$ cat config.mk
export PLATFORM = sky130hd
export DESIGN_NAME = pls_core
export DESIGN_NICKNAME = d
export VERILOG_FILES = /design/src/design/pls_pkg.sv /design/src/design/pls_res_if.sv /design/src/design/pls_sync.sv /design/src/design/pls_resolve.sv /design/src/design/pls_core.sv
export SDC_FILE = /design/constraint.sdc
export NUM_CORES = 1
export LEC_CHECK = 0
export ABC_AREA = 1
export CORE_UTILIZATION = 57
export DETAILED_ROUTE_END_ITERATION = 7
export DONT_BUFFER_PORTS = 1
export PLACE_DENSITY = 0.74
export SLEW_MARGIN = 20
export SYNTH_ARGS = -nofsm -noshare
export SYNTH_HDL_FRONTEND = slang
export SYNTH_SLANG_ARGS = --single-unit
$ cat constraint.sdc
create_clock -name clk_sys -period 1.5 [get_ports clk_sys]
set_input_delay 0.075 -clock clk_sys [delete_from_list [all_inputs] [get_ports clk_sys]]
set_output_delay 0.075 -clock clk_sys [all_outputs]
set_load 0.005 [all_outputs]
$ cat src/design/pls_pkg.sv
package pls_pkg;
  // Management register addresses
  localparam logic [4:0] REG_CTL = 5'h00;
  localparam logic [4:0] REG_STAT = 5'h01;
  localparam logic [4:0] REG_XO_TEST = 5'h05;
  localparam logic [4:0] REG_XO_CTL = 5'h12;
  localparam logic [4:0] REG_IMP = 5'h13;
  localparam logic [4:0] REG_DS = 5'h14;
  localparam logic [4:0] REG_IPD = 5'h17;
  localparam logic [4:0] REG_INT_EN = 5'h19;
  localparam logic [4:0] REG_INT_STAT = 5'h1a;
  localparam logic [4:0] REG_FMDI = 5'h1b;
  localparam logic [4:0] REG_XO_STAT = 5'h1c;
  localparam logic [4:0] REG_PAGE = 5'h1f;
  // Page select values
  localparam logic [15:0] PAGE_STD = 16'h0000;
  localparam logic [15:0] PAGE_EXT = 16'h0001;
  localparam logic [15:0] PAGE_XO = 16'h2a30;
  // Field positions
  localparam int CTL_SPD_LSB = 6;
  localparam int CTL_DUPLEX = 8;
  localparam int CTL_AN_EN = 12;
  localparam int CTL_SPD_MSB = 13;
  localparam int STAT_LINK = 2;
  localparam int XO_AUTO_DIS = 5;
  localparam int POL_FIX_DIS = 4;
  localparam int IMP_LSB = 14;
  localparam int DS_EN = 4;
  localparam int DS_SEL_LSB = 2;
  localparam int DS_DONE = 1;
  localparam int IPD_EN = 10;
  localparam int IPD_STAT_LSB = 8;
  localparam int INT_PIN_EN = 15;
  localparam int INT_IPD = 9;
  localparam int FMDI_DIS = 15;
  localparam int XO_FORCE_LSB = 3;
  localparam int XOS_CROSSED = 13;
  localparam int XOS_CD_SWAP = 12;
  localparam int XOS_POL_LSB = 8;
  // Reset values
  localparam logic [15:0] CTL_RST = 16'h1140;
  localparam logic [1:0] IMP_RST = 2'h0;
  // Detection status codes
  localparam logic [1:0] IPD_SEARCH = 2'h0;
  localparam logic [1:0] IPD_FOUND = 2'h1;
  localparam logic [1:0] IPD_NONE = 2'h2;
  // Speed codes, {0.6, 0.13}
  localparam logic [1:0] SPD_10 = 2'h0;
  localparam logic [1:0] SPD_100 = 2'h1;
  localparam logic [1:0] SPD_1000 = 2'h2;
  // Timing
  localparam int CLK_MHZ = 20;
  localparam int IPD_TIME_US = 1000;
  localparam int ATTEMPT_TIME_US = 500;
  localparam int IPD_CYC = IPD_TIME_US * CLK_MHZ;
  localparam int ATTEMPT_CYC = ATTEMPT_TIME_US * CLK_MHZ;
  localparam int DS_ATTEMPTS = 2;
  localparam int SYNC_W = 19;
  typedef enum logic [1:0] {
    ST_IPD = 2'b00,
    ST_AN = 2'b01,
    ST_LINK = 2'b10,
    ST_FORCE = 2'b11
  } pls_state_e;
endpackage

$ cat src/design/pls_res_if.sv
`timescale 1ns/1ps
`default_nettype none
interface pls_res_if;
  logic [5:0] our_adv;
  logic [5:0] lp_adv;
  logic lp_master_req;
  logic [1:0] res_speed;
  logic res_fd;
  logic res_master;
  logic res_ok;
  modport core (output our_adv, lp_adv, lp_master_req,
    input res_speed, res_fd, res_master, res_ok);
  modport rsv (input our_adv, lp_adv, lp_master_req,
    output res_speed, res_fd, res_master, res_ok);
endinterface
`default_nettype wire

$ cat src/design/pls_sync.sv
`timescale 1ns/1ps
`default_nettype none
module pls_sync #(
  parameter int W = 1
) (
  // Clock and reset
  input wire logic clk_sys,
  input wire logic rstn,
  // Data
  input wire logic [W-1:0] d,
  output logic [W-1:0] q
);
  // Two stages per bit; first stage feeds only the second
  genvar i;
  generate
    for (i = 0; i < W; i++)
    begin : g_bit
      logic meta;
      always_ff @(posedge clk_sys or negedge rstn)
      begin
        if (!rstn)
        begin
          meta <= 1'b0;
          q[i] <= 1'b0;
        end
        else
        begin
          meta <= d[i];
          q[i] <= meta;
        end
      end
    end
  endgenerate
endmodule
`default_nettype wire

$ cat src/design/pls_resolve.sv
`timescale 1ns/1ps
`default_nettype none
module pls_resolve
  import pls_pkg::*;
(
  // Clock and reset
  input wire logic clk_sys,
  input wire logic rstn,
  // Resolution channel
  pls_res_if.rsv res
);
  logic [5:0] common;
  assign common = res.our_adv & res.lp_adv;
  // Highest common ability wins: 1000FD, 1000HD, 100FD, 100HD, 10FD, 10HD
  always_ff @(posedge clk_sys or negedge rstn)
  begin
    if (!rstn)
    begin
      res.res_speed <= SPD_10;
      res.res_fd <= 1'b0;
      res.res_master <= 1'b0;
      res.res_ok <= 1'b0;
    end
    else
    begin
      res.res_ok <= |common;
      res.res_master <= !res.lp_master_req; // Opposite role to partner
      if (common[5] || common[4])
      begin
        res.res_speed <= SPD_1000;
        res.res_fd <= common[5];
      end
      else if (common[3] || common[2])
      begin
        res.res_speed <= SPD_100;
        res.res_fd <= common[3];
      end
      else
      begin
        res.res_speed <= SPD_10;
        res.res_fd <= common[1];
      end
    end
  end
endmodule
`default_nettype wire

$ cat src/design/pls_core.sv
`timescale 1ns/1ps
`default_nettype none
module pls_core
  import pls_pkg::*;
#(
  parameter int IPD_TIMEOUT = IPD_CYC,
  parameter int ATTEMPT_TIME = ATTEMPT_CYC,
  parameter int DS_COUNT = DS_ATTEMPTS
) (
  // Clock and reset
  input wire logic clk_sys,
  input wire logic rstn,
  // Management register port
  input wire logic [4:0] addr,
  input wire logic [15:0] wdata,
  input wire logic wr,
  input wire logic rd,
  output logic [15:0] rdata,
  output logic mgmt_int,
  // Line front end status (asynchronous)
  input wire logic pma_link,
  input wire logic lp_an_seen,
  input wire logic flp_loop,
  input wire logic crossed_seen,
  input wire logic cd_swap_seen,
  input wire logic [3:0] pair_inv,
  input wire logic [5:0] lp_adv,
  input wire logic lp_master_req,
  input wire logic [1:0] pd_speed,
  input wire logic mac_rgmii_strap,
  // Line front end control
  output logic an_flp_tx,
  output logic ipd_burst_tx,
  output logic [1:0] mdi_mode,
  output logic [3:0] pol_fix,
  output logic master,
  // MAC side
  output logic mac_rgmii,
  output logic [1:0] mac_speed,
  output logic mac_fd,
  output logic [1:0] rx_imp_sel,
  output logic link_up
);
  logic [SYNC_W-1:0] s;
  logic s_link, s_an, s_loop, s_crossed, s_cd, s_mreq, s_strap;
  logic [3:0] s_inv;
  logic [5:0] s_adv;
  logic [1:0] s_pd;
  logic [15:0] ctl;
  logic [15:0] page;
  logic [1:0] xo_ctl;
  logic int_pin_en;
  logic ipd_int;
  logic [1:0] imp_sel;
  logic ds_en;
  logic [1:0] ds_sel;
  logic ds_done;
  logic ipd_en;
  logic [1:0] ipd_stat;
  logic fmdi_dis;
  logic [1:0] xo_force;
  logic strap_done;
  logic [1:0] strap_age;
  logic ipd_hit;
  logic [15:0] next_rdata;
  pls_state_e state;
  logic [15:0] tmr;
  logic [3:0] fail_cnt;
  logic an_en;
  logic pg_std, pg_ext, pg_xo;
  logic rd_int;
  logic auto_xo;
  pls_res_if res ();

  // Every line input is resynchronised in one bank
  pls_sync #(.W(SYNC_W)) u_sync (
    .clk_sys(clk_sys),
    .rstn(rstn),
    .d({pma_link, lp_an_seen, flp_loop, crossed_seen, cd_swap_seen, pair_inv,
      lp_adv, lp_master_req, pd_speed, mac_rgmii_strap}),
    .q(s)
  );
  assign {s_link, s_an, s_loop, s_crossed, s_cd, s_inv, s_adv, s_mreq, s_pd,
    s_strap} = s;

  pls_resolve u_res (
    .clk_sys(clk_sys),
    .rstn(rstn),
    .res(res.rsv)
  );

  // Advertisement loses both gigabit abilities after downshift
  assign res.our_adv = ds_done ? 6'h0f : 6'h3f;
  assign res.lp_adv = s_adv;
  assign res.lp_master_req = s_mreq;

  // Page decode; page register itself is reachable from every page
  assign pg_std = (page == PAGE_STD);
  assign pg_ext = (page == PAGE_EXT);
  assign pg_xo = (page == PAGE_XO);
  assign an_en = ctl[CTL_AN_EN];
  assign rd_int = rd && pg_std && (addr == REG_INT_STAT);

  // Base control register and page select
  always_ff @(posedge clk_sys or negedge rstn)
  begin
    if (!rstn)
    begin
      ctl <= CTL_RST;
      page <= PAGE_STD;
    end
    else if (wr)
    begin
      if (pg_std && addr == REG_CTL)
        ctl <= wdata;
      if (addr == REG_PAGE)
        page <= wdata;
    end
  end

  // Remaining writable configuration, base, extended and crossover test pages
  always_ff @(posedge clk_sys or negedge rstn)
  begin
    if (!rstn)
    begin
      xo_ctl <= 2'h0;
      int_pin_en <= 1'b0;
      imp_sel <= IMP_RST;
      ds_en <= 1'b0;
      ds_sel <= 2'h0;
      ipd_en <= 1'b0;
      fmdi_dis <= 1'b0;
      xo_force <= 2'h0;
    end
    else if (wr)
    begin
      if (pg_std && addr == REG_XO_CTL)
        xo_ctl <= wdata[XO_AUTO_DIS -: 2];
      if (pg_std && addr == REG_INT_EN)
        int_pin_en <= wdata[INT_PIN_EN];
      if (pg_ext && addr == REG_IMP)
        imp_sel <= wdata[IMP_LSB +: 2];
      if (pg_ext && addr == REG_DS)
      begin
        ds_en <= wdata[DS_EN];
        ds_sel <= wdata[DS_SEL_LSB +: 2];
      end
      if (pg_ext && addr == REG_IPD)
        ipd_en <= wdata[IPD_EN];
      if (pg_ext && addr == REG_FMDI)
        fmdi_dis <= wdata[FMDI_DIS];
      if (pg_xo && addr == REG_XO_TEST)
        xo_force <= wdata[XO_FORCE_LSB +: 2];
    end
  end

  // Interface mode strap is caught once; wait until the resync stages hold the pin
  always_ff @(posedge clk_sys or negedge rstn)
  begin
    if (!rstn)
    begin
      strap_done <= 1'b0;
      strap_age <= 2'h0;
      mac_rgmii <= 1'b0;
    end
    else if (!strap_done)
    begin
      strap_age <= strap_age + 2'h1;
      if (strap_age == 2'h2)
      begin
        strap_done <= 1'b1;
        mac_rgmii <= s_strap;
      end
    end
  end

  // Loopback hit raises status and interrupt on the same edge
  assign ipd_hit = an_en && (state == ST_IPD) && s_loop;

  // Detection interrupt: a new hit beats a clearing read
  always_ff @(posedge clk_sys or negedge rstn)
  begin
    if (!rstn)
      ipd_int <= 1'b0;
    else if (ipd_hit)
      ipd_int <= 1'b1;
    else if (rd_int)
      ipd_int <= 1'b0;
  end
  assign mgmt_int = ipd_int && int_pin_en;

  // Link setup sequencer
  always_ff @(posedge clk_sys or negedge rstn)
  begin
    if (!rstn)
    begin
      state <= ST_AN;
      tmr <= 16'h0;
      ipd_stat <= IPD_SEARCH;
      link_up <= 1'b0;
      mac_speed <= SPD_10;
      mac_fd <= 1'b0;
      master <= 1'b0;
    end
    else
    begin
      if (!an_en)
      begin
        // Forced mode follows the control bits every cycle
        state <= ST_FORCE;
        mac_speed <= {ctl[CTL_SPD_LSB], ctl[CTL_SPD_MSB]};
        mac_fd <= ctl[CTL_DUPLEX];
        link_up <= s_link;
        tmr <= 16'h0;
      end
      else
      begin
        unique case (state)
          ST_IPD:
          begin
            link_up <= 1'b0;
            if (s_loop)
            begin
              ipd_stat <= IPD_FOUND;
              state <= ST_AN;
              tmr <= 16'h0;
            end
            else if (32'(tmr) >= IPD_TIMEOUT - 1)
            begin
              ipd_stat <= IPD_NONE;
              state <= ST_AN;
              tmr <= 16'h0;
            end
            else
              tmr <= tmr + 16'h1;
          end
          ST_AN:
          begin
            if (s_link && s_an && res.res_ok)
            begin
              mac_speed <= res.res_speed;
              mac_fd <= res.res_fd;
              master <= res.res_master;
              link_up <= 1'b1;
              state <= ST_LINK;
            end
            else if (s_link && !s_an)
            begin
              mac_speed <= s_pd;
              mac_fd <= 1'b0;
              link_up <= 1'b1;
              state <= ST_LINK;
            end
            else if (s_an && res.res_ok && res.res_speed == SPD_1000)
            begin
              // Gigabit attempt timing; restart after each failure
              if (32'(tmr) >= ATTEMPT_TIME - 1)
                tmr <= 16'h0;
              else
                tmr <= tmr + 16'h1;
            end
            else
              tmr <= 16'h0;
          end
          ST_LINK:
          begin
            if (!s_link)
            begin
              link_up <= 1'b0;
              tmr <= 16'h0;
              if (ipd_en)
              begin
                state <= ST_IPD;
                ipd_stat <= IPD_SEARCH;
              end
              else
                state <= ST_AN;
            end
          end
          ST_FORCE:
          begin
            tmr <= 16'h0;
            if (ipd_en)
            begin
              state <= ST_IPD;
              ipd_stat <= IPD_SEARCH;
            end
            else
              state <= ST_AN;
          end
        endcase
      end
    end
  end

  // Failed gigabit attempts; the count limit is widened by software
  always_ff @(posedge clk_sys or negedge rstn)
  begin
    if (!rstn)
    begin
      fail_cnt <= 4'h0;
      ds_done <= 1'b0;
    end
    else if (!ds_en || state == ST_FORCE)
    begin
      fail_cnt <= 4'h0;
      ds_done <= 1'b0;
    end
    else if (state == ST_AN && !s_link && s_an && res.res_ok &&
      res.res_speed == SPD_1000 && 32'(tmr) >= ATTEMPT_TIME - 1)
    begin
      fail_cnt <= fail_cnt + 4'h1;
      if (32'(fail_cnt) + 1 >= DS_COUNT + 32'(ds_sel))
        ds_done <= 1'b1;
    end
  end

  // Crossover and polarity; forced setting overrides crossover detection
  assign auto_xo = !xo_ctl[1] && (an_en || !fmdi_dis);
  always_ff @(posedge clk_sys or negedge rstn)
  begin
    if (!rstn)
    begin
      mdi_mode <= 2'h0;
      pol_fix <= 4'h0;
    end
    else
    begin
      if (xo_force[1])
        mdi_mode <= {1'b0, xo_force[0]};
      else if (auto_xo)
        mdi_mode <= {s_cd, s_crossed};
      else
        mdi_mode <= 2'h0;
      pol_fix <= xo_ctl[0] ? 4'h0 : s_inv;
    end
  end

  assign an_flp_tx = (state == ST_AN) && an_en;
  assign ipd_burst_tx = (state == ST_IPD) && an_en;
  assign rx_imp_sel = imp_sel;

  // Read multiplexer; unmapped addresses read zero
  always_comb
  begin
    next_rdata = 16'h0;
    if (addr == REG_PAGE)
      next_rdata = page;
    else if (pg_std)
    begin
      unique case (addr)
        REG_CTL: next_rdata = ctl;
        REG_STAT: next_rdata[STAT_LINK] = link_up;
        REG_XO_CTL: next_rdata[XO_AUTO_DIS -: 2] = xo_ctl;
        REG_INT_EN: next_rdata[INT_PIN_EN] = int_pin_en;
        REG_INT_STAT: next_rdata[INT_IPD] = ipd_int;
        REG_XO_STAT:
        begin
          next_rdata[XOS_CROSSED] = mdi_mode[0];
          next_rdata[XOS_CD_SWAP] = mdi_mode[1];
          next_rdata[XOS_POL_LSB +: 4] = pol_fix;
        end
        default: next_rdata = 16'h0;
      endcase
    end
    else if (pg_ext)
    begin
      unique case (addr)
        REG_IMP: next_rdata[IMP_LSB +: 2] = imp_sel;
        REG_DS: next_rdata[DS_EN:DS_DONE] = {ds_en, ds_sel, ds_done};
        REG_IPD: next_rdata[IPD_EN:IPD_STAT_LSB] = {ipd_en, ipd_stat};
        REG_FMDI: next_rdata[FMDI_DIS] = fmdi_dis;
        default: next_rdata = 16'h0;
      endcase
    end
    else if (pg_xo && addr == REG_XO_TEST)
      next_rdata[XO_FORCE_LSB +: 2] = xo_force;
  end

  always_ff @(posedge clk_sys or negedge rstn)
  begin
    if (!rstn)
      rdata <= 16'h0;
    else
      rdata <= next_rdata;
  end
endmodule
`default_nettype wire

==> results.toml <==
[detailed_routing]
vias_per_cell = 5.54
drt_first_iter_violations = 517
detail_route.wl_per_cell_microns = 17.6
drt_drc = 0
drt.antenna.violating_nets = 0
dr.pass1.iters = 7
vias = 5346
drt_wirelength_microns = 16900

[yosys]
synth_sequential_area_ratio = 0.559
synth_flop_cell = "sky130_fd_sc_hd__dfrtp_1"
synth_cells = 689
syn_nets = 739
synth.most_common_cell = "sky130_fd_sc_hd__nand2_1"
post_synth_instance_area_sq_mm = 0.00645
synth-edff-count = 0
synth.top_cells.by_area = "sky130_fd_sc_hd__dfrtp_1, sky130_fd_sc_hd__nand2_1, sky130_fd_sc_hd__inv_1"
synth.top_cell.area_share = 0.543
asr_flop_ratio_synth = 1.00
synth_common_cells = "sky130_fd_sc_hd__nand2_1, sky130_fd_sc_hd__dfrtp_1, sky130_fd_sc_hd__inv_1, sky130_fd_sc_hd__nand3_1, sky130_fd_sc_hd__nor2_1"
syn-mean-instance-area_sq_um = 9.37
yosys_warnings = 0
ys_types = 51
synth.ff_latch_count = 144
synth_largest_area_cell = "sky130_fd_sc_hd__dfrtp_1"

[cts]
tritoncts_buffers = 17
worst_skew_pair.late_latency_ns = 0.42
cts.sink_count = 144
hold_buffers = 42
worst_setup_hold_path_clk_slew_ns = 0.07
tritoncts = "built"
ctsLongestPathBuffers = 2
clock-root-buffer = "sky130_fd_sc_hd__clkbuf_16"
ctsHtreeMaxLevel = 4

[power]
power.density_mw_per_mm2 = 1140
vdd.ir_drop.worst_mv = 1.18
total_power_mw = 9.79
static-leakage-power_nw = 4.10

[final_layout]
fillers = 650
register_area_sq_mm = 0.00361
finalInstanceArea_sq_mm = 0.00861
multi_input_comb_area_sq_mm = 0.00281
design.final.nets = 862
diodes = 0
area.growth.synth_to_final_pct = 33.3
post_route_cells_drive_above_1_share = 0.332
final_util = 0.787

[global_routing]
grt_max_degree = 145
total_grt_overflow = 0
grt_use_total = 0.288
use_met1 = 0.365
globalRouteMet3Util = 0.0753
grt_antenna_before_repair = 0
global_route.usage.met2 = 0.458
gr-max-usage-layer = "met2"
grt_first_pass_wirelength_microns = 25100
via_count_of_the_first_global_routing_pass = 5215

[sta]
period_minus_slack_ns = 1.56
post-route-period-util = 1.04
total_of_endpoints_with_negative_setup_slack_in_the_final_report = 35
finalMaxSlewViolations = 0
worstMarginPinSlew_ns = 0.740
rsz0062_at_grt = "true"
max_clock_freq_mhz = 640
final-hold-violation-count = 144
worst_slew_margin = 0.505
final.setup_skew_ns = 0.0103
final.hold.worst_slack_ns = -0.651
worst_setup_slack_final_ns = -0.0636

[placed_design]
globalplace.congestion = 0.951
port_buffers = 0
hpwlAfterDp_microns = 10300
dpl_cell_area_sq_mm = 0.00698

[setup_path]
worst_path_largest_cell_delay_ns = 0.42
worst_reg_to_reg_cells = 7
end_kind = "register"
critPathSlowestCell = "sky130_fd_sc_hd__dfrtp_1"
start_to_end_type_of_the_worst_setup_path = "register to register"
cp_cell_sequence = "ha_4 > xor2_2 > ha_2 > a31o_4 > nand3b_1 > nand3_1 > a21oi_1"
critPathMaxFanout = 2
cp-start-kind = "register"
critical_path_arrival_ns = 1.87
worst_ep_required_time_ns = 1.80

[die]
initial_utilization = 0.590
floorplan.rows = 38
coreArea_sq_mm = 0.0109
die_width_microns = 108
die_height_microns = 108
ioPinCount = 77
floorplan.die_area_sq_mm = 0.0118

[status]
violated_checks = "hold timing, setup timing"
run_status = "complete, but fails checks"

[job]
max-cap-violations = 0

[min_path]
hold_class = "input pin to asynchronous set/reset pin"
[power breakdown]
part	internal, mW	switching (mW)
clock network	2.47	1.71
logic	0.577	0.649
registers	4.15	0.223
[routing by layer]
layer  share of wire  vias up
met3           0.074       45
met5               0        -
met4           0.028        0
li1                -     2479
met2            0.50      224
met1            0.40     2598
[critical path: cells and delay by family, from the launching register on]
family / cells / cell delay (ns)
compound gates: 2 / 0.26
fa+ha+maj: 2 / 0.38
flops: 1 / 0.42
xor+xnor: 1 / 0.18
simple gates: 2 / 0.22
[placed cells by master (no fill, tap or decap), types with 12 or more instances in the layout]
cell type	count
sky130_fd_sc_hd__inv_1	67
sky130_fd_sc_hd__nor2_2	13
sky130_fd_sc_hd__dlygate4sd3_1	42
sky130_fd_sc_hd__o21ai_0	30
sky130_fd_sc_hd__buf_6	12
sky130_fd_sc_hd__nand3_1	37
sky130_fd_sc_hd__dfrtp_1	136
sky130_fd_sc_hd__nand2_1	128
sky130_fd_sc_hd__clkbuf_16	17
sky130_fd_sc_hd__nand4_1	17
sky130_fd_sc_hd__nand2_2	37
sky130_fd_sc_hd__nor2_1	40
sky130_fd_sc_hd__buf_4	61
sky130_fd_sc_hd__o21ai_2	28
sky130_fd_sc_hd__nand3_2	15
[final timing paths]
path | startpoint | slack (ns) | endpoint
max | fail_cnt[1] | -0.06 | ds_done
min | rstn | -0.65 | tmr[0]
max reg2reg | fail_cnt[1] | -0.06 | ds_done
min reg2reg | u_sync.g_bit[0].meta | 0.35 | u_sync.q[0]
max in group asynchronous | rstn | 1.92 | ctl[6]
min in group clk_sys | addr[4] | 0.02 | ds_sel[0]
[per-stage QoR]
step           setup slack [ns]  std cells  TNS [ns]
2_1_floorplan           0.00887        689         0
3_3_place_gp            -0.0171        870   -0.0332
3_5_place_dp            -0.0769        870    -0.945
4_1_cts                 -0.0406        955    -0.137
5_1_grt                  -0.123        965     -3.81
6_report                -0.0636        965     -1.13
[cell families after synthesis]
group,after synthesis,share of synthesized area
and+or+nand+nor,334,0.249
DFF,144,0.559
buffers and inverters,99,0.0676
AOI/OAI and AO/OA,93,0.0950
xor gates and xnor gates,13,0.0176
adders and majority gates,6,0.0116
[final cells by class]
cell class	count	area share
Timing Repair inverter	1	0.00102
Sequential cell	144	0.420
Multi-Input combinational cell	446	0.326
Tap cell	140	0.0204
Clock buffer	18	0.0499
Clock inverter	14	0.0179
Inverter	83	0.0377
Timing Repair Buffer	119	0.127
[registers in the layout, indices dropped and copies added (netlist names), 4 cells and up]
signal and flops:
fail_cnt 4, page 16, tmr 16, u_sync.q 19
pol_fix 4, u_sync.g_bit.meta 19, rdata 16, ctl 16
[repair_timing]
item,CTS,global route
gates cloned,1,0
setup buffers,10,11
endpoints found under the hold margin,212,144
endpoints found under the setup margin,36,71
pin swaps,11,36
resized for setup,39,92
No activity file was read; power rests on OpenSTA's default activity.
